<file path="src/logic/sasp_pkg.sv">
// Package of the converter serial port: widths, timing counts and state codes.
// Assumes a single core clock of 100 MHz; the core-cycle counts are derived from it.
package sasp_pkg;
  // ----------------------------------------------------------------
  // Clock and timing
  // ----------------------------------------------------------------
  localparam int CORE_CLK_MHZ = 100;
  localparam int CONVST_MIN_NS = 40;
  localparam int CONVST_MIN_CYC = (CONVST_MIN_NS * CORE_CLK_MHZ + 999) / 1000;
  localparam int INT_CONV_CLOCK_KHZ = 21000;
  localparam int INT_HALF_CYC_RAW = (CORE_CLK_MHZ * 1000) / (2 * INT_CONV_CLOCK_KHZ);
  localparam int INT_HALF_CYC = (INT_HALF_CYC_RAW < 1) ? 1 : INT_HALF_CYC_RAW;
  localparam int CONV_TICKS = 18;

  // ----------------------------------------------------------------
  // Data and frame layout
  // ----------------------------------------------------------------
  localparam int RESULT_W = 14;
  localparam int CMD_W = 16;
  localparam int CMD_SHORT_BITS = 4;
  localparam int CMD_LONG_BITS = 16;
  localparam int CMD_SHORT_RISES = 5;
  localparam int CMD_LONG_RISES = 17;
  localparam int CNT_W = 6;
  localparam int FIFO_DEPTH = 4;
  localparam logic [CMD_W-1:0] CMD_RESET = 16'h0000;

  // ----------------------------------------------------------------
  // Conversion sequencer states
  // ----------------------------------------------------------------
  typedef enum logic [2:0] {
    SASP_SAMPLE = 3'b001,
    SASP_CONVERT = 3'b010,
    SASP_STORE = 3'b100
  } sasp_state_type;
endpackage

</file>
<file path="src/logic/sasp_fifo.sv">
// Small result FIFO between the conversion sequencer and the serial shifter.
// Assumes both sides run on the same clock and reset.
`timescale 1ns/1ps
module sasp_fifo #(
  parameter int WIDTH = 14,
  parameter int DEPTH = 4
) (
  // Clock and reset
  input wire logic core_clk,
  input wire logic rstn,
  // Filling side
  input wire logic in_valid,
  output logic in_ready,
  input wire logic [WIDTH-1:0] in_data,
  // Draining side
  output logic out_valid,
  input wire logic out_ready,
  output logic [WIDTH-1:0] out_data
);
  localparam int AW = $clog2(DEPTH);
  logic [WIDTH-1:0] mem_r [DEPTH];
  logic [AW-1:0] wr_ptr_r;
  logic [AW-1:0] rd_ptr_r;
  logic [AW:0] count_r;
  wire push = in_valid && in_ready;
  wire pop = out_valid && out_ready;

  // Honest flags from the occupancy count
  assign in_ready = (count_r != (AW+1)'(DEPTH));
  assign out_valid = (count_r != '0);
  assign out_data = mem_r[rd_ptr_r];

  // Storage has no reset; only the pointers and the count need a defined state
  always_ff @(posedge core_clk) begin
    if (push) begin
      mem_r[wr_ptr_r] <= in_data;
    end
  end

  // Pointers wrap at DEPTH, which need not be a power of two
  always_ff @(posedge core_clk) begin
    if (!rstn) begin
      wr_ptr_r <= '0;
      rd_ptr_r <= '0;
      count_r <= '0;
    end else begin
      if (push) begin
        wr_ptr_r <= (wr_ptr_r == AW'(DEPTH - 1)) ? '0 : wr_ptr_r + 1'b1;
      end
      if (pop) begin
        rd_ptr_r <= (rd_ptr_r == AW'(DEPTH - 1)) ? '0 : rd_ptr_r + 1'b1;
      end
      count_r <= count_r + (AW+1)'(push) - (AW+1)'(pop);
    end
  end
endmodule

</file>
<file path="src/logic/sasp_port.sv">
// Serial host port of a multichannel successive-approximation converter.
// Assumes all pins are asynchronous to core_clk and are synchronised here;
// the serial clock is slow enough to be sampled (at least 4 core cycles/phase).
`timescale 1ns/1ps
module sasp_port (
  // Clock and reset
  input wire logic core_clk,
  input wire logic rstn,
  // Serial bus pins
  input wire logic chip_select_n,
  input wire logic serial_clk,
  input wire logic serial_in,
  output logic serial_out,
  output logic serial_out_oe,
  // Conversion control pins
  input wire logic conversion_start_n,
  output logic conversion_done_n,
  output logic sampling_done,
  output logic interrupt_out_n,
  output logic conv_clock,
  // Analog core side
  input wire logic ext_conv_clk_sel,
  input wire logic [sasp_pkg::RESULT_W-1:0] analog_code,
  // Received commands
  output logic cmd_valid,
  output logic cmd_long,
  output logic [sasp_pkg::CMD_W-1:0] cmd_data
);
  import sasp_pkg::*;

  // ----------------------------------------------------------------
  // Pin synchronisers
  // ----------------------------------------------------------------
  logic [3:0] pin_s1_r;
  logic [3:0] pin_s2_r;
  logic cs_d_r;
  logic sclk_d_r;

  // Two flops per pin; only the second stage feeds logic
  always_ff @(posedge core_clk) begin
    if (!rstn) begin
      pin_s1_r <= 4'h9; // Idle levels, so no false sclk edge follows reset
      pin_s2_r <= 4'h9;
      cs_d_r <= 1'b1;
      sclk_d_r <= 1'b0;
    end else begin
      pin_s1_r <= {conversion_start_n, serial_in, serial_clk, chip_select_n};
      pin_s2_r <= pin_s1_r;
      cs_d_r <= pin_s2_r[0];
      sclk_d_r <= pin_s2_r[1];
    end
  end

  wire cs_n_s = pin_s2_r[0];
  wire sclk_s = pin_s2_r[1];
  wire sdi_s = pin_s2_r[2];
  wire convst_n_s = pin_s2_r[3];
  wire cs_fall = cs_d_r && !cs_n_s;
  wire cs_rise = !cs_d_r && cs_n_s;
  wire cs_act = !cs_n_s && !cs_fall;
  wire sclk_rise = !sclk_d_r && sclk_s;
  wire sclk_fall = sclk_d_r && !sclk_s;

  // ----------------------------------------------------------------
  // Conversion clock
  // ----------------------------------------------------------------
  logic [7:0] div_cnt_r;
  logic conv_clock_r;
  wire div_done = (div_cnt_r == 8'(INT_HALF_CYC - 1));
  // Each serial rising edge toggles, giving half the serial rate
  wire conv_clock_toggle = ext_conv_clk_sel ? sclk_rise : div_done;
  wire conv_clock_tick = conv_clock_toggle && !conv_clock_r;

  always_ff @(posedge core_clk) begin
    if (!rstn) begin
      div_cnt_r <= 8'h00;
      conv_clock_r <= 1'b0;
    end else begin
      div_cnt_r <= div_done ? 8'h00 : div_cnt_r + 8'h01;
      if (conv_clock_toggle) begin
        conv_clock_r <= !conv_clock_r;
      end
    end
  end
  assign conv_clock = conv_clock_r;

  // ----------------------------------------------------------------
  // Conversion sequencer
  // ----------------------------------------------------------------
  sasp_state_type state_r;
  sasp_state_type state_nxt;
  logic [7:0] low_cnt_r;
  logic [4:0] tick_cnt_r;
  logic busy_r;
  logic fifo_in_ready;
  logic fifo_out_valid;
  logic [RESULT_W-1:0] fifo_out_data;
  // A start pulse counts once it has stayed low long enough; the current low cycle is the last one counted
  wire start_ok = (low_cnt_r == 8'(CONVST_MIN_CYC - 1)) && !convst_n_s;
  wire conv_end = (tick_cnt_r == 5'(CONV_TICKS - 1)) && conv_clock_tick;
  // A full FIFO holds the sequencer in STORE, stalling the next sample
  wire push = (state_r == SASP_STORE) && fifo_in_ready;

  always_comb begin
    state_nxt = state_r;
    case (state_r)
      SASP_SAMPLE: begin
        if (start_ok) begin
          state_nxt = SASP_CONVERT;
        end
      end
      SASP_CONVERT: begin
        if (conv_end) begin
          state_nxt = SASP_STORE;
        end
      end
      SASP_STORE: begin
        if (fifo_in_ready) begin
          state_nxt = SASP_SAMPLE;
        end
      end
      default: state_nxt = SASP_SAMPLE;
    endcase
  end

  always_ff @(posedge core_clk) begin
    if (!rstn) begin
      state_r <= SASP_SAMPLE;
      low_cnt_r <= 8'h00;
      tick_cnt_r <= 5'h00;
      busy_r <= 1'b0;
    end else begin
      state_r <= state_nxt;
      if (convst_n_s || state_r != SASP_SAMPLE) begin
        low_cnt_r <= 8'h00;
      end else if (low_cnt_r != 8'(CONVST_MIN_CYC)) begin
        low_cnt_r <= low_cnt_r + 8'h01;
      end
      if (state_r != SASP_CONVERT) begin
        tick_cnt_r <= 5'h00;
      end else if (conv_clock_tick) begin
        tick_cnt_r <= tick_cnt_r + 5'h01;
      end
      busy_r <= (state_nxt == SASP_CONVERT);
    end
  end

  // One flop drives both, so they can never disagree
  assign conversion_done_n = busy_r;
  assign sampling_done = !busy_r;

  sasp_fifo #(
    .WIDTH(RESULT_W),
    .DEPTH(FIFO_DEPTH)
  ) u_fifo (
    .core_clk(core_clk),
    .rstn(rstn),
    .in_valid(state_r == SASP_STORE),
    .in_ready(fifo_in_ready),
    .in_data(analog_code),
    .out_valid(fifo_out_valid),
    .out_ready(cs_fall),
    .out_data(fifo_out_data)
  );

  // ----------------------------------------------------------------
  // Serial shifter and interrupt
  // ----------------------------------------------------------------
  logic [RESULT_W-1:0] tx_r;
  logic [CMD_W-1:0] rx_r;
  logic [CNT_W-1:0] fall_cnt_r;
  logic [CNT_W-1:0] rise_cnt_r;
  logic sdo_r;
  logic sdo_oe_r;
  logic int_n_r;
  logic cmd_valid_r;
  logic cmd_long_r;
  logic [CMD_W-1:0] cmd_data_r;
  // An empty FIFO repeats nothing stale: it sends zeros
  wire [RESULT_W-1:0] load_word = fifo_out_valid ? fifo_out_data : '0;
  wire short_cmd = (rise_cnt_r == CNT_W'(CMD_SHORT_RISES));
  wire long_cmd = (rise_cnt_r == CNT_W'(CMD_LONG_RISES));

  always_ff @(posedge core_clk) begin
    if (!rstn) begin
      tx_r <= '0;
      rx_r <= CMD_RESET;
      fall_cnt_r <= '0;
      rise_cnt_r <= '0;
      sdo_r <= 1'b0;
      sdo_oe_r <= 1'b0;
    end else if (cs_fall) begin
      tx_r <= {load_word[RESULT_W-2:0], 1'b0};
      sdo_r <= load_word[RESULT_W-1];
      sdo_oe_r <= 1'b1;
      fall_cnt_r <= '0;
      rise_cnt_r <= '0;
    end else if (cs_act) begin
      if (sclk_fall) begin
        rx_r <= {rx_r[CMD_W-2:0], sdi_s};
        sdo_r <= tx_r[RESULT_W-1];
        tx_r <= {tx_r[RESULT_W-2:0], 1'b0};
        if (fall_cnt_r != '1) begin
          fall_cnt_r <= fall_cnt_r + 1'b1;
        end
      end
      if (sclk_rise && rise_cnt_r != '1) begin
        rise_cnt_r <= rise_cnt_r + 1'b1;
      end
    end else begin
      sdo_oe_r <= 1'b0;
    end
  end

  // A frame ending after the 5th or 17th rising edge carries a command
  always_ff @(posedge core_clk) begin
    if (!rstn) begin
      cmd_valid_r <= 1'b0;
      cmd_long_r <= 1'b0;
      cmd_data_r <= CMD_RESET;
    end else begin
      cmd_valid_r <= cs_rise && (short_cmd || long_cmd);
      if (cs_rise && short_cmd) begin
        cmd_long_r <= 1'b0;
        cmd_data_r <= {12'h000, rx_r[CMD_SHORT_BITS-1:0]};
      end else if (cs_rise && long_cmd) begin
        cmd_long_r <= 1'b1;
        cmd_data_r <= rx_r[CMD_LONG_BITS-1:0];
      end
    end
  end

  // A new result sets the interrupt; it wins over a same-cycle clear
  always_ff @(posedge core_clk) begin
    if (!rstn) begin
      int_n_r <= 1'b1;
    end else if (push) begin
      int_n_r <= 1'b0;
    end else if (cs_fall) begin
      int_n_r <= 1'b1;
    end
  end

  assign serial_out = sdo_r;
  assign serial_out_oe = sdo_oe_r;
  assign interrupt_out_n = int_n_r;
  assign cmd_valid = cmd_valid_r;
  assign cmd_long = cmd_long_r;
  assign cmd_data = cmd_data_r;

  // ----------------------------------------------------------------
  // Assertions
  // ----------------------------------------------------------------
  a_eos_complement: assert property (@(posedge core_clk) disable iff (!rstn)
    sampling_done == !conversion_done_n && conversion_done_n == (state_r == SASP_CONVERT))
    else $error("end flags not complementary");
  a_half_rate: assert property (@(posedge core_clk) disable iff (!rstn)
    ext_conv_clk_sel && sclk_rise |=> conv_clock != $past(conv_clock)) else $error("conv_clock not toggled");
  a_conv_clock_hold: assert property (@(posedge core_clk) disable iff (!rstn)
    ext_conv_clk_sel && !sclk_rise |=> $stable(conv_clock)) else $error("conv_clock moved without sclk");
  a_sdi_sample: assert property (@(posedge core_clk) disable iff (!rstn)
    cs_act && sclk_fall |=> rx_r[0] == $past(sdi_s)) else $error("serial input not sampled");
  a_sdo_shift: assert property (@(posedge core_clk) disable iff (!rstn)
    cs_act && sclk_fall |=> serial_out == $past(tx_r[RESULT_W-1])) else $error("serial output not advanced");
  a_msb_first: assert property (@(posedge core_clk) disable iff (!rstn)
    cs_fall |=> serial_out_oe && serial_out == $past(load_word[RESULT_W-1])) else $error("msb not presented");
  a_sdo_release: assert property (@(posedge core_clk) disable iff (!rstn)
    cs_n_s && !cs_fall |=> !serial_out_oe) else $error("output driven while deselected");
  a_int_clear: assert property (@(posedge core_clk) disable iff (!rstn)
    cs_fall && !push |=> interrupt_out_n) else $error("interrupt not cleared");
  a_count_restart: assert property (@(posedge core_clk) disable iff (!rstn)
    cs_fall |=> fall_cnt_r == '0 && rise_cnt_r == '0) else $error("bit count not restarted");
  a_cmd_frame: assert property (@(posedge core_clk) disable iff (!rstn)
    cmd_valid |-> $past(cs_rise) && ($past(rise_cnt_r) == CNT_W'(CMD_SHORT_RISES)
      || $past(rise_cnt_r) == CNT_W'(CMD_LONG_RISES))) else $error("command from bad frame");
endmodule
</file>
<file path="config.mk">
export PLATFORM = sky130hd
export DESIGN_NAME = sasp_port
export DESIGN_NICKNAME = d
export VERILOG_FILES = /design/src/logic/sasp_pkg.sv /design/src/logic/sasp_fifo.sv /design/src/logic/sasp_port.sv
export SDC_FILE = /design/constraint.sdc
export NUM_CORES = 1
export LEC_CHECK = 0
export BUFFER_PORTS_ARGS = -buffer_cell sky130_fd_sc_hd__clkbuf_2
export CAP_MARGIN = 20
export CORE_ASPECT_RATIO = 0.5
export CORE_MARGIN = 2
export CORE_UTILIZATION = 54
export DETAILED_ROUTE_END_ITERATION = 8
export PLACE_DENSITY = 0.74
export SYNTH_ARGS = -nofsm -noshare
export SYNTH_HDL_FRONTEND = slang
export SYNTH_SLANG_ARGS = --single-unit
</file>
<file path="constraint.sdc">
create_clock -name core_clk -period 2.9 [get_ports core_clk]
set_clock_uncertainty 0.15 [all_clocks]
set_input_delay 0.29 -clock core_clk [delete_from_list [all_inputs] [get_ports core_clk]]
set_output_delay 0.29 -clock core_clk [all_outputs]
set_load 0.05 [all_outputs]
</file>
; ---- Yosys cells after proc, flatten, opt, wreduce, memory -nomap -nowiden
; Memories as Yosys holds them, arrays and structs flattened. A register that Yosys moved wholly into a read port is not among the register bits.
; Cells that the tools add are included.
[classes]
addsub = 8
n_mul = 0
div = 0
order_cmp = 0
n_eq_ne = 17
n_shift = 0
mux = 24
n_bitwise = 2
reduce_logical = 37
[ops]
columns = operator, count
row1 = 14-bit 2-to-1 mux, 4
row2 = "8-bit by 1-bit adder with 8-bit output, second input constant", 2
row3 = 1-bit logical AND, 14
row4 = 1-bit 2-to-1 mux, 10
row5 = 2-bit OR reduction, 5
row6 = 3-bit 2-to-1 mux, 3
row7 = 3-bit one-hot mux with 3 select lines, 1
row8 = "8-bit by 1-bit == test with 1-bit output, second input constant", 1
row9 = "8-bit by 2-bit == test with 1-bit output, second input constant", 1
row10 = 1-bit logical NOT, 8
row11 = 2-bit 2-to-1 mux, 4
row12 = 4-bit 2-to-1 mux, 2
row13 = "8-bit by 3-bit != test with 1-bit output, second input constant", 1
row14 = 2-bit nonzero test, 4
row15 = "6-bit by 1-bit adder with 6-bit output, second input constant", 1
row16 = "3-bit by 2-bit == test with 1-bit output, second input constant", 2
row17 = "6-bit by 3-bit == test with 1-bit output, second input constant", 1
row18 = "6-bit by 5-bit == test with 1-bit output, second input constant", 1
row19 = "6-bit != test, second input constant", 1
row20 = "5-bit by 1-bit adder with 5-bit output, second input constant", 1
row21 = "5-bit == test, second input constant", 1
row22 = "2-bit by 1-bit adder with 2-bit output, second input constant", 2
row23 = "2-bit == test, second input constant", 2
row24 = 2-bit AND reduction, 2
row25 = other kinds (12), 14
[word_totals]
reg_bits = 99
latchBits = 0
ramBits = 56
mem_bits_ro = 0
inputBits = 21
out_inout_bits = 24
wordCells = 112
memories = 1
[mem_list]
columns = name, words, width, read_ports, rd_ports_with_merged_regs, write_ports, line
row1 = u_fifo.mem_r, 4, 14, 1, 1, 1, sasp_fifo.sv:21  ; logic [WIDTH-1:0] mem_r [DEPTH];

; ---- Longest topological paths before layout
; Gate-level depths: netlist (run 1).
[logic_depth]
ltp_word = 8
ltp_mapped = 12
mapped_depth_nobuf = 10

; ---- By module
; Synthesis (run 1) repeated with hierarchy kept, for this count alone.
[hier_totals]
hier_cells = 533
area_unflattened_um2 = 6207.2
[by_module_without_submodules]
columns = mod, n_inst, cells_each, area_per_inst_um2, seq_area_each_um2
row1 = sasp_port, 1, 408, 3708.6, 1841.8
row2 = sasp_fifo, 1, 125, 2498.6, 1861.8

; ---- Worst setup path after synthesis (run 1)
; OpenSTA, ideal clock, no wires.
[synth_path]
path_kind = flip-flop to flip-flop
start = register pin_s2_r[0]
end = register u_fifo.count_r[2]
setup_ps = 115
arrival_ps = 2414
required_time_ps = 2635
slack_ps = 221
stages_incl_launch_ff = 13
n_path_buf = 2
period_less_slack_ps = 2679
cell_sequence = dfxtp_1 -> nand2b_1 -> clkbuf_1 -> nor2_1 -> buf_2 -> ha_1 -> inv_1 -> ha_1 -> inv_1 -> fa_1 -> xnor2_1 -> xnor2_1 -> and2_1
[synth_via]
elab_chain_cells = 4
[synth_lines]
columns = element, line
row1 = start: declaration, sasp_port.sv:35  ; logic [3:0] pin_s2_r;
row2 = start signal: assignment, sasp_port.sv:48  ; pin_s2_r <= pin_s1_r;
row3 = 1-bit logical NOT, sasp_port.sv:58  ; wire cs_fall = cs_d_r && !cs_n_s;
row4 = 1-bit logical AND, sasp_port.sv:58
row5 = 1-bit logical AND, sasp_fifo.sv:26  ; wire pop = out_valid && out_ready;
row6 = named net u_fifo.pop, sasp_fifo.sv:26
row7 = 3-bit by 1-bit subtractor with 3-bit output, sasp_fifo.sv:53  ; count_r <= count_r + (AW+1)'(push) - (AW+1)'(pop);
row8 = end signal: assignment, sasp_fifo.sv:53
row9 = end: declaration, sasp_fifo.sv:24  ; logic [AW:0] count_r;
; The timed path passes the listed nets, and every way through them passes these cells.
; A chain may end at the register's enable or synchronous reset.

; ---- Final worst setup path (run 1)
[layout_path]
start = register pin_s2_r[0]
end = register u_fifo.count_r[2]
[layout_via]
elab_chain_cells = 4
[layout_lines]
columns = element, line
row1 = 1-bit logical NOT, sasp_port.sv:58
row2 = 1-bit logical AND, sasp_port.sv:58
row3 = 1-bit logical AND, sasp_fifo.sv:26
row4 = 3-bit by 1-bit subtractor with 3-bit output, sasp_fifo.sv:53
; No other way between the ends.

==> impl_metrics.toml, run 1 <==
[outcome]
status = "completed"

[synth]
synth_area_sq_um = 6147
ys_top_cells_by_count = "dfxtp_1, edfxtp_1, nor2_1, nand2_1, mux2i_1"
synth_top_area_frac = 0.3289
synth_edf_count = 56
yosys_register_bits = 157
yosysSeqAreaShare = 0.6025
syn_avg_cell_area_sq_um = 12.20
synthTopCellsByArea = "dfxtp_1, edfxtp_1, mux4_2"
yosysMostFrequentCell = "dfxtp_1"
syn_nets = 541
synthCells = 504
synth_area_leader_cell = "dfxtp_1"
synth_cell_types = 50
ys_warn_count = 0
async_reset_ff_frac = 0
synthFlopType = "dfxtp_1"

[setup_path]
crit_required_ns = 3.05
crit_type = "reg -> reg"
critPathCaptureType = "flop"
worstRegToRegCells = 10
crit_arrival_ns = 2.51
critPathMaxFanout = 8
cp-startpoint = "pin_s2_r[0]$_SDFF_PN1_"
crit_end = "u_fifo.count_r[2]$_SDFF_PN0_"
timing.rr.start = "pin_s2_r[0]$_SDFF_PN1_"
worstSetupStartpointType = "flop"
r2r_end = "u_fifo.count_r[2]$_SDFF_PN0_"
rrSetupSlack_ns = 0.53

[drt]
first_pass_iters = 5
drc = 0
via_count = 3872
viasPerCell = 5.275
ant_nets = 0
wl_per_cell_microns = 14.72
drt_iter0_markers = 274
drt-total-wl_microns = 10800

[die]
rows = 27
die_height_microns = 79.45
start_util = 0.5565
io_pins = 45
fp.coreArea_sq_um = 11050
die_area_sq_um = 12310
fp.dieW_microns = 154.9

[clock_tree]
clk_path_buf_depth = 2
clock_sinks = 157
cts_root_buf = "clkbuf_16"
h-tree-depth = 4
cts_buffers = 17
clk_pin_slew_worst_paths_ns = 0.06
cts_tree = "built"
clock_latency_ns = 0.41
postCtsResizedCells = 0

[power]
p_leak_nw = 2.583
p_per_area_nw_per_um2 = 627.9
ir_drop_uv = 410.1

[layout]
syn2layout_area_growth_pct = 19.32
drive_gt1_frac = 0.1868
final_nets = 613
antenna_cells = 0
final_util = 0.6639
fin_cells = 734

[placement]
dpl_worst_slack_ns = 0.6307
port_buffers = 44
place_hpwl_microns = 6871
gp_congestion = 0.7875
place_inst = 684

[global_route]
grt_pass1_wl_microns = 17920
grt_start_max_net_pins = 28
antenna_found_initial = 0
first_global_vias = 3742
grt_overflow = 0
grtUsageTotal = 0.1886

[timing]
finalMaxSlewViolations = 0
fmax_ghz = 0.4226
max-slew-margin-rel = 0.4011
fin_ws_ns = 0.5339
rsz0062_at_grt = "false"
fin_tns_setup_ns = 0
fin_crit_sh = 0.8159
fin_crit_ns = 2.366
setup_violations = 0
hold_viol_final = 0
tightest_slew_ns = 0.8859

[run]
maxCapViolations = 0

[min_path]
hold_class = "in -> reg"
## cell type report
type | instances | area [sq um]
multi-input cells | 309 | 2301
well taps | 145 | 181.4
inverters | 15 | 56.30
flip-flops and latches | 157 | 3704
clock inverters | 8 | 82.58
repair buffers | 76 | 505.5
clock buffers | 24 | 504.2
fillers | 801 | 3712
## critical path, stage by stage, from the launching register on
cell and delay [ns]:
dfxtp_1 0.38, nand2b_1 0.19, nor2_1 0.19, ha_1 0.27, inv_1 0.06, ha_1 0.13, inv_1 0.05, fa_1 0.37
xnor2_1 0.21, xnor2_1 0.09, and2_1 0.15
## power breakdown
part           leakage (nW)  switching (W)  internal [W]  total, W
sequential             1.32      0.0000170       0.00229   0.00231
combinational         0.990      0.0000700     0.0000635  0.000134
clock                 0.273       0.000851       0.00131   0.00216
total                  2.58       0.000938       0.00367   0.00461
## flip-flops by register name, indices dropped and copies added, names as in the netlist, 3 cells and up, named ones only
| signal | count |
|---|---|
| cmd_data | 16 |
| div_cnt_r | 8 |
| low_cnt_r | 8 |
| pin_s1_r | 4 |
| pin_s2_r | 4 |
| rise_cnt_r | 6 |
| rx_r | 16 |
| state_r | 3 |
| tick_cnt_r | 5 |
| tx_r | 13 |
| u_fifo.count_r | 3 |
| u_fifo.mem_r | 56 |
## what timing repair did
item / CTS / global route
setup buffers: 0 / 0
endpoints found under the setup margin: 0 / 0
hold buffers: 18 / 0
endpoints found under the hold margin: 60 / 0
## cell families (layout without fill, tap and decap cells)
family,after synthesis,after routing,synth area share
XOR/XNOR,19,19,0.02707
AND/OR/NAND/NOR,176,176,0.1486
AO/OA/AOI/OAI,62,62,0.07429
adder cells (fa/ha/maj),16,16,0.03379
multiplexers,36,36,0.08712
flip-flops,157,157,0.6025
buffers and inverters,38,123,0.02666
## per-stage QoR
| stage | area [sq um] | hold slack, ns | total power, W |
|---|---|---|---|
| CTS | 7335 | 0.2550 | 0.004646 |
| finish | 7335 | 0.2641 | 0.004605 |
| global route | 7335 | 0.2847 | 0.004754 |
| detailed placement | 6568 | 0.2557 | 0.002474 |
| global placement | 6568 | 0.2601 | 0.002471 |
| floorplan | 6147 | 0.2363 | 0.002432 |
## cells in the final DEF, fill, tap and decap left out, types with 10 or more instances in the layout
cell	instances
xnor2_1	10
a21oi_1	10
nor2b_1	21
ha_1	15
dlygate4sd3_1	18
mux2i_1	22
nand3_1	14
and2_1	14
clkbuf_2	44
nand2_1	39
dfxtp_1	101
nor2_1	44
inv_1	15
clkbuf_16	19
edfxtp_1	56
mux4_2	14
a21boi_0	16
buf_4	14
## how the worst min path moves through the flow
stage / cells after the start / to / slack, ns / startpoint
after floorplan: 1 / pin_s2_r[0]$_SDFF_PN1_ / 0.24 / pin_s1_r[0]$_SDFF_PN1_
after global placement: 1 / pin_s2_r[3]$_SDFF_PN1_ / 0.26 / pin_s1_r[3]$_SDFF_PN1_
after detailed placement: 1 / pin_s2_r[3]$_SDFF_PN1_ / 0.26 / pin_s1_r[3]$_SDFF_PN1_
after CTS: 2 / pin_s2_r[3]$_SDFF_PN1_ / 0.25 / rstn
after global routing: 2 / pin_s2_r[3]$_SDFF_PN1_ / 0.28 / rstn
final: 2 / pin_s2_r[3]$_SDFF_PN1_ / 0.26 / rstn
## metal layers
metal  track usage  share of wire  routed length, microns
met5             0              0                       0
met4       0.07778          0.012                     130
met3       0.04560          0.034                     367
met2        0.3111           0.46                    5007
met1        0.2426           0.49                    5297
No activity file was read; power rests on OpenSTA's default activity.
==> run 2: changes to the inputs <==
Clock period 2.9 ns to 2 ns, I/O delays scaled along.
==> run 2 against run 1 <==
  * The run now ends with setup timing left
  * Register-to-register slack lost 0.58 ns
  * Sequential share of layout area shrank 3.1 points
  * Flip-flop and latch count is the same
  * Largest power group is now clock
  * Critical path depth shrank 4
  * Via count grew 6.7%
  * Die area is the same
  * First-iteration DRC count grew 14%
  * Global-route usage grew 1.3 points
  * Critical path type unchanged
  * Cell count grew 4.1%
  * Clock power grew 57%
  * Design area grew 7.0%
==> impl_metrics.toml, run 2 (synthesis gave the netlist of run 1 again) <==
[setup_path]
crit_type = "reg -> reg"
critPathMaxFanout = 5
rrSetupSlack_ns = -0.04
critPathCaptureType = "flop"
crit_arrival_ns = 2.24
timing.rr.start = "div_cnt_r[1]$_SDFF_PP0_"
r2r_end = "tick_cnt_r[4]$_SDFFE_PP0N_"
worstRegToRegCells = 6
crit_required_ns = 2.19
worstSetupStartpointType = "flop"

[global_route]
grtUsageTotal = 0.2020
grt_start_max_net_pins = 28
antenna_found_initial = 0
first_global_vias = 3988
grt_pass1_wl_microns = 19200
grt_overflow = 0

[drt]
first_pass_iters = 7
viasPerCell = 5.410
ant_nets = 0
drt-total-wl_microns = 11990
wl_per_cell_microns = 15.69
via_count = 4133
drc = 0
drt_iter0_markers = 311

[timing]
fin_crit_sh = 1.022
tightest_slew_ns = 0.5386
setup_violations = 4
fmax_ghz = 0.4895
max-slew-margin-rel = 0.6409
rsz0062_at_grt = "true"
finalMaxSlewViolations = 0
fin_tns_setup_ns = -0.08234
fin_ws_ns = -0.04301
fin_crit_ns = 2.043
hold_viol_final = 0

[placement]
place_inst = 708
gp_congestion = 0.7973
port_buffers = 44
place_hpwl_microns = 7139
dpl_worst_slack_ns = -0.08675

[die]
die_height_microns = 79.45
die_area_sq_um = 12310
rows = 27
io_pins = 45
start_util = 0.5565
fp.dieW_microns = 154.9
fp.coreArea_sq_um = 11050

[layout]
final_cell_mix = "dfxtp_1, edfxtp_1, clkbuf_2"
final_common_cell = "dfxtp_1"
final_nets = 643
fin_cells = 764
syn2layout_area_growth_pct = 27.68
antenna_cells = 0
drive_gt1_frac = 0.2843
largest_register_ffs = 56
n_fill_cell = 744
top_register = "u_fifo.mem_r"

[power]
total_power_w = 0.006995
p_leak_nw = 2.821
p_comb_frac = 0.037
power.switching_w = 0.001516
ir_drop_uv = 475.4
clockPowerShare = 0.484
p_per_area_nw_per_um2 = 891.3
intPower_w = 0.005479
power_frac_seq = 0.479
p_sw_frac = 0.2167

[clock_tree]
clk_path_buf_depth = 2
cts_root_buf = "clkbuf_16"
clk_pin_slew_worst_paths_ns = 0.06
clock_sinks = 157
clock_latency_ns = 0.41
cts_tree = "built"
cts_buffers = 17
h-tree-depth = 4

[run]
maxCapViolations = 0

[outcome]
status = "finished, violations left"
failed_checks = "setup timing"

[min_path]
hold_class = "in -> reg"
hold_start = "rstn"
holdPathEnd = "interrupt_out_n$_SDFFE_PN1P_"
hold_path_depth = 2
## run 2: changes by cell type in the layout (fill, tap and decap cells not counted), sizes merged
| cell | before | now |
|---|---|---|
| buf | 14 | 43 |
| clkbuf | 68 | 62 |
| inv | 16 | 22 |
| clkinvlp | 4 | 1 |
| bufinv | 1 | 3 |
| clkinv | 2 | 3 |
| o21a | 4 | 5 |
## run 2: timing repair
item,in CTS,in global routing
buffers inserted,2,3
pin swaps,11,5
resized for setup,7,22
setup endpoints to repair,5,17
endpoints found under the hold margin,60,0
cloned,1,0
hold buffers,18,0
## run 2: per-stage QoR
stage / hold WS (ns) / area [sq um] / util
2_1_floorplan: 0.1489 / 6232 / -
3_3_place_gp: 0.2443 / 6877 / 0.6225
3_5_place_dp: 0.2488 / 6877 / 0.6225
4_1_cts: 0.1130 / 7735 / 0.7002
5_1_grt: 0.1809 / 7849 / 0.7105
6_report: 0.1424 / 7849 / 0.7105
## run 2: layout make-up
cell class / instances / area (sq um) / share of cell area
flip-flops and latches: 157 / 3716 / 0.4735
multi-input cells: 310 / 2471 / 0.3148
clock buffers: 18 / 429.2 / 0.05468
inverters: 15 / 58.81 / 0.007492
well taps: 145 / 181.4 / 0.02311
repair buffers: 105 / 789.5 / 0.1006
clock inverters: 14 / 202.7 / 0.02582
## run 2: worst max-delay path by stage
stage,from,to,depth (start not counted)
final,div_cnt_r[1]$_SDFF_PP0_,tick_cnt_r[4]$_SDFFE_PP0N_,6
after floorplan,pin_s2_r[0]$_SDFF_PN1_,u_fifo.count_r[2]$_SDFF_PN0_,12
after CTS,u_fifo.count_r[2]$_SDFF_PN0_,state_r[0]$_SDFF_PN1_,4
after detailed placement,u_fifo.count_r[0]$_SDFF_PN0_,u_fifo.count_r[2]$_SDFF_PN0_,10
after global placement,state_r[2]$_SDFF_PN0_,u_fifo.count_r[2]$_SDFF_PN0_,8
after global routing,div_cnt_r[1]$_SDFF_PP0_,tick_cnt_r[4]$_SDFFE_PP0N_,6
## run 2: routing by layer
metal	routed length, microns	track usage	vias to the layer above	part of all wire
li1	-	-	2020	-
met1	5353	0.2560	2005	0.45
met2	5954	0.3382	94	0.50
met3	506	0.04560	14	0.042
met4	171	0.08796	0	0.014
met5	0	0	-	0
## run 2: worst max-delay path, cell delays in order, from the launching register on
cell and delay, ns:
dfxtp_2 0.32, inv_2 0.05, ha_4 0.10, or4b_4 0.50
o21a_4 0.25, or4_4 0.48, a21oi_2 0.12
## run 2: power groups by stage
stage	Sequential (W)	Clock, W	Combinational (W)
after floorplan	0.00343	0	0.000108
after global placement	0.00341	0	0.000201
after detailed placement	0.00341	0	0.000203
after CTS	0.00335	0.00345	0.000249
after global routing	0.00335	0.00359	0.000281
final	0.00335	0.00339	0.000260
==> run 3: changes to the inputs <==
Settings changed: RECOVER_POWER from default to 50, SYNTH_HIERARCHICAL from default to 1.
==> run 3 against run 2 <==
  * The run now ends clean
  * Design area is 4.5% lower
  * Worst setup slack better by 0.050 ns
  * First-iteration DRC count is 7.7% lower
  * Critical path depth is 2 higher
  * Die area is 0.94% higher
  * Power is 1.9% lower
  * Via count hardly changed
  * Sequential share of layout area is 2.1 points higher
  * Hold slack worse by 0.094 ns
  * Clock power is 4% lower
  * Highest routed layer unchanged
==> impl_metrics.toml, run 3 <==
[power]
p_per_area_nw_per_um2 = 915.4
total_power_w = 0.006862
clockPowerShare = 0.474
p_leak_nw = 2.547
power.switching_w = 0.001538
ir_drop_uv = 725.9
p_comb_frac = 0.036
intPower_w = 0.005324
p_sw_frac = 0.2242
power_frac_seq = 0.490

[synth]
async_reset_ff_frac = 0
synth_edf_count = 56
synthFlopType = "dfxtp_1"
yosysSeqAreaShare = 0.5967
ys_warn_count = 6
synth_area_leader_cell = "dfxtp_1"
syn_avg_cell_area_sq_um = 11.65
synth_area_sq_um = 6207
yosys_register_bits = 157
synthCells = 533
synth_top_area_frac = 0.3257
yosysMostFrequentCell = "dfxtp_1"
synth_cell_types = 51
syn_nets = 569
ys_top_cells_by_count = "dfxtp_1, nor2_1, edfxtp_1, nand2_1, nand3_1"
synthTopCellsByArea = "dfxtp_1, edfxtp_1, mux4_2"

[min_path]
hold_class = "in -> reg"

[clock_tree]
cts_tree = "built"
h-tree-depth = 4
cts_root_buf = "clkbuf_16"
cts_setup_buffers = 0
clock_latency_ns = 0.41
clk_path_buf_depth = 2
clock_sinks = 157
clk_pin_slew_worst_paths_ns = 0.07
cts_buffers = 17

[placement]
port_buffers = 44
place_hpwl_microns = 6958
gp_congestion = 0.7613

[timing]
setup_violations = 0
fin_crit_ns = 1.993
hold_viol_final = 0
max-slew-margin-rel = 0.5986
fin_crit_sh = 0.9965
fmax_ghz = 0.5017
hold_ws_ns = 0.04796
finalMaxSlewViolations = 0
tightest_slew_ns = 0.6047
rsz0062_at_grt = "true"
fin_tns_setup_ns = 0

[outcome]
status = "completed"

[die]
fp.dieW_microns = 155.6
die_height_microns = 79.81
die_area_sq_um = 12420
io_pins = 45
start_util = 0.5602
rows = 27
fp.coreArea_sq_um = 11080

[global_route]
grt_start_max_net_pins = 32
antenna_found_initial = 0
grtUsageTotal = 0.1967
grt_pass1_wl_microns = 18980
first_global_vias = 4063
grt_overflow = 0

[layout]
largest_register_ffs = 56
final_common_cell = "dfxtp_1"
final_cell_mix = "dfxtp_1, nor2_1, nand2_1, edfxtp_1, clkbuf_1"
n_fill_cell = 835
antenna_cells = 0
drive_gt1_frac = 0.1515
top_register = "u_fifo/mem_r"
final_nets = 650
syn2layout_area_growth_pct = 20.76

[run]
maxCapViolations = 0

[setup_path]
critPathMaxFanout = 4
worstSetupStartpointType = "flop"
critPathCaptureType = "flop"
crit_type = "reg -> reg"
crit_required_ns = 2.16
crit_arrival_ns = 2.15

[drt]
via_count = 4132
drc = 0
drt_iter0_markers = 287
viasPerCell = 5.352
first_pass_iters = 4
drt-total-wl_microns = 11100
ant_nets = 0
wl_per_cell_microns = 14.38
==> run 3: changes by cell type in the layout (fill, tap and decap cells not counted), moves of 9 or more <==
cell	before	now
a21boi_0	16	0
a222oi_1	9	0
nor2_1	43	57
buf_4	37	18
a311oi_1	0	13
a21oi_1	6	23
nand2_1	39	56
clkbuf_1	1	40
nor2b_1	20	5
nand3_1	14	29
clkbuf_2	44	6
==> run 3: power by group through the flow <==
stage	Clock [W]	Sequential (W)	Combinational, W
after floorplan	0	0.00345	0.000122
final	0.00325	0.00337	0.000245
after detailed placement	0	0.00344	0.000219
after CTS	0.00332	0.00336	0.000250
after global routing	0.00346	0.00337	0.000275
after global placement	0	0.00343	0.000214
==> run 3: timing repair <==
item                                    4_1_cts  5_1_grt
endpoints found under the setup margin        1        4
hold endpoints to repair                     60        0
gates cloned                                  0        0
hold buffers                                 18        0
resized for setup                             2        3
==> run 3: path summary, 6_finish.rpt <==
kind | start | end | slack (ns) | cells after the start
hold reg to reg | pin_s1_r[0]$_SDFF_PN1_ | pin_s2_r[0]$_SDFF_PN1_ | 0.26 | 1
setup reg to reg | state_r[2]$_SDFF_PN0_ | u_fifo/count_r[2]$_SDFF_PN0_ | 0.007 | 8
hold / removal | rstn | pin_s1_r[3]$_SDFF_PN1_ | 0.05 | 2
setup / recovery | state_r[2]$_SDFF_PN0_ | u_fifo/count_r[2]$_SDFF_PN0_ | 0.007 | 8
==> run 3: through the flow <==
| step | instance area [sq um] | instances | utilization | worst slack, ns |
|---|---|---|---|---|
| after floorplan | 6250 | 533 | - | -0.1412 |
| after global placement | 6748 | 722 | 0.6090 | 0.05292 |
| after detailed placement | 6748 | 722 | 0.6090 | 0.02626 |
| after CTS | 7537 | 772 | 0.6802 | -0.001340 |
| after global routing | 7496 | 772 | 0.6765 | -0.07862 |
| final | 7496 | 772 | 0.6765 | 0.006959 |
==> run 3: worst max-delay path: stages, from the launching register on <==
cell	delay, ns
dfxtp_1	0.37
nor3b_4	0.22
and2_4	0.19
ha_2	0.16
inv_2	0.03
fa_2	0.35
xnor2_2	0.15
xnor2_1	0.12
and2_1	0.15
==> run 3: logic make-up after synthesis <==
group,share of synthesized area
AO/OA/AOI/OAI,0.06088
flip-flops,0.5967
multiplexers,0.08143
AND/OR/NAND/NOR,0.1723
XOR/XNOR,0.03104
adder cells (fa/ha/maj),0.03145
buffers and inverters,0.02620
==> run 3: per-layer routing <==
| layer | global-route usage | vias to the layer above | part of all wire | routed length, microns |
|---|---|---|---|---|
| met5 | 0 | - | 0 | 0 |
| met1 | 0.2492 | 1965 | 0.47 | 5253 |
| li1 | - | 2060 | - | - |
| met3 | 0.05320 | 11 | 0.043 | 474 |
| met4 | 0.07523 | 0 | 0.013 | 143 |
| met2 | 0.3270 | 96 | 0.47 | 5230 |
==> run 3: final cells by class <==
type,count,area (sq um),area share
Sequential cell,157,3706,0.4944
Tap cell,145,181.4,0.02420
Clock buffer,17,425.4,0.05675
Clock inverter,15,176.4,0.02354
Timing Repair Buffer,84,535.5,0.07144
Multi-Input combinational cell,337,2405,0.3208
Inverter,17,66.31,0.008847
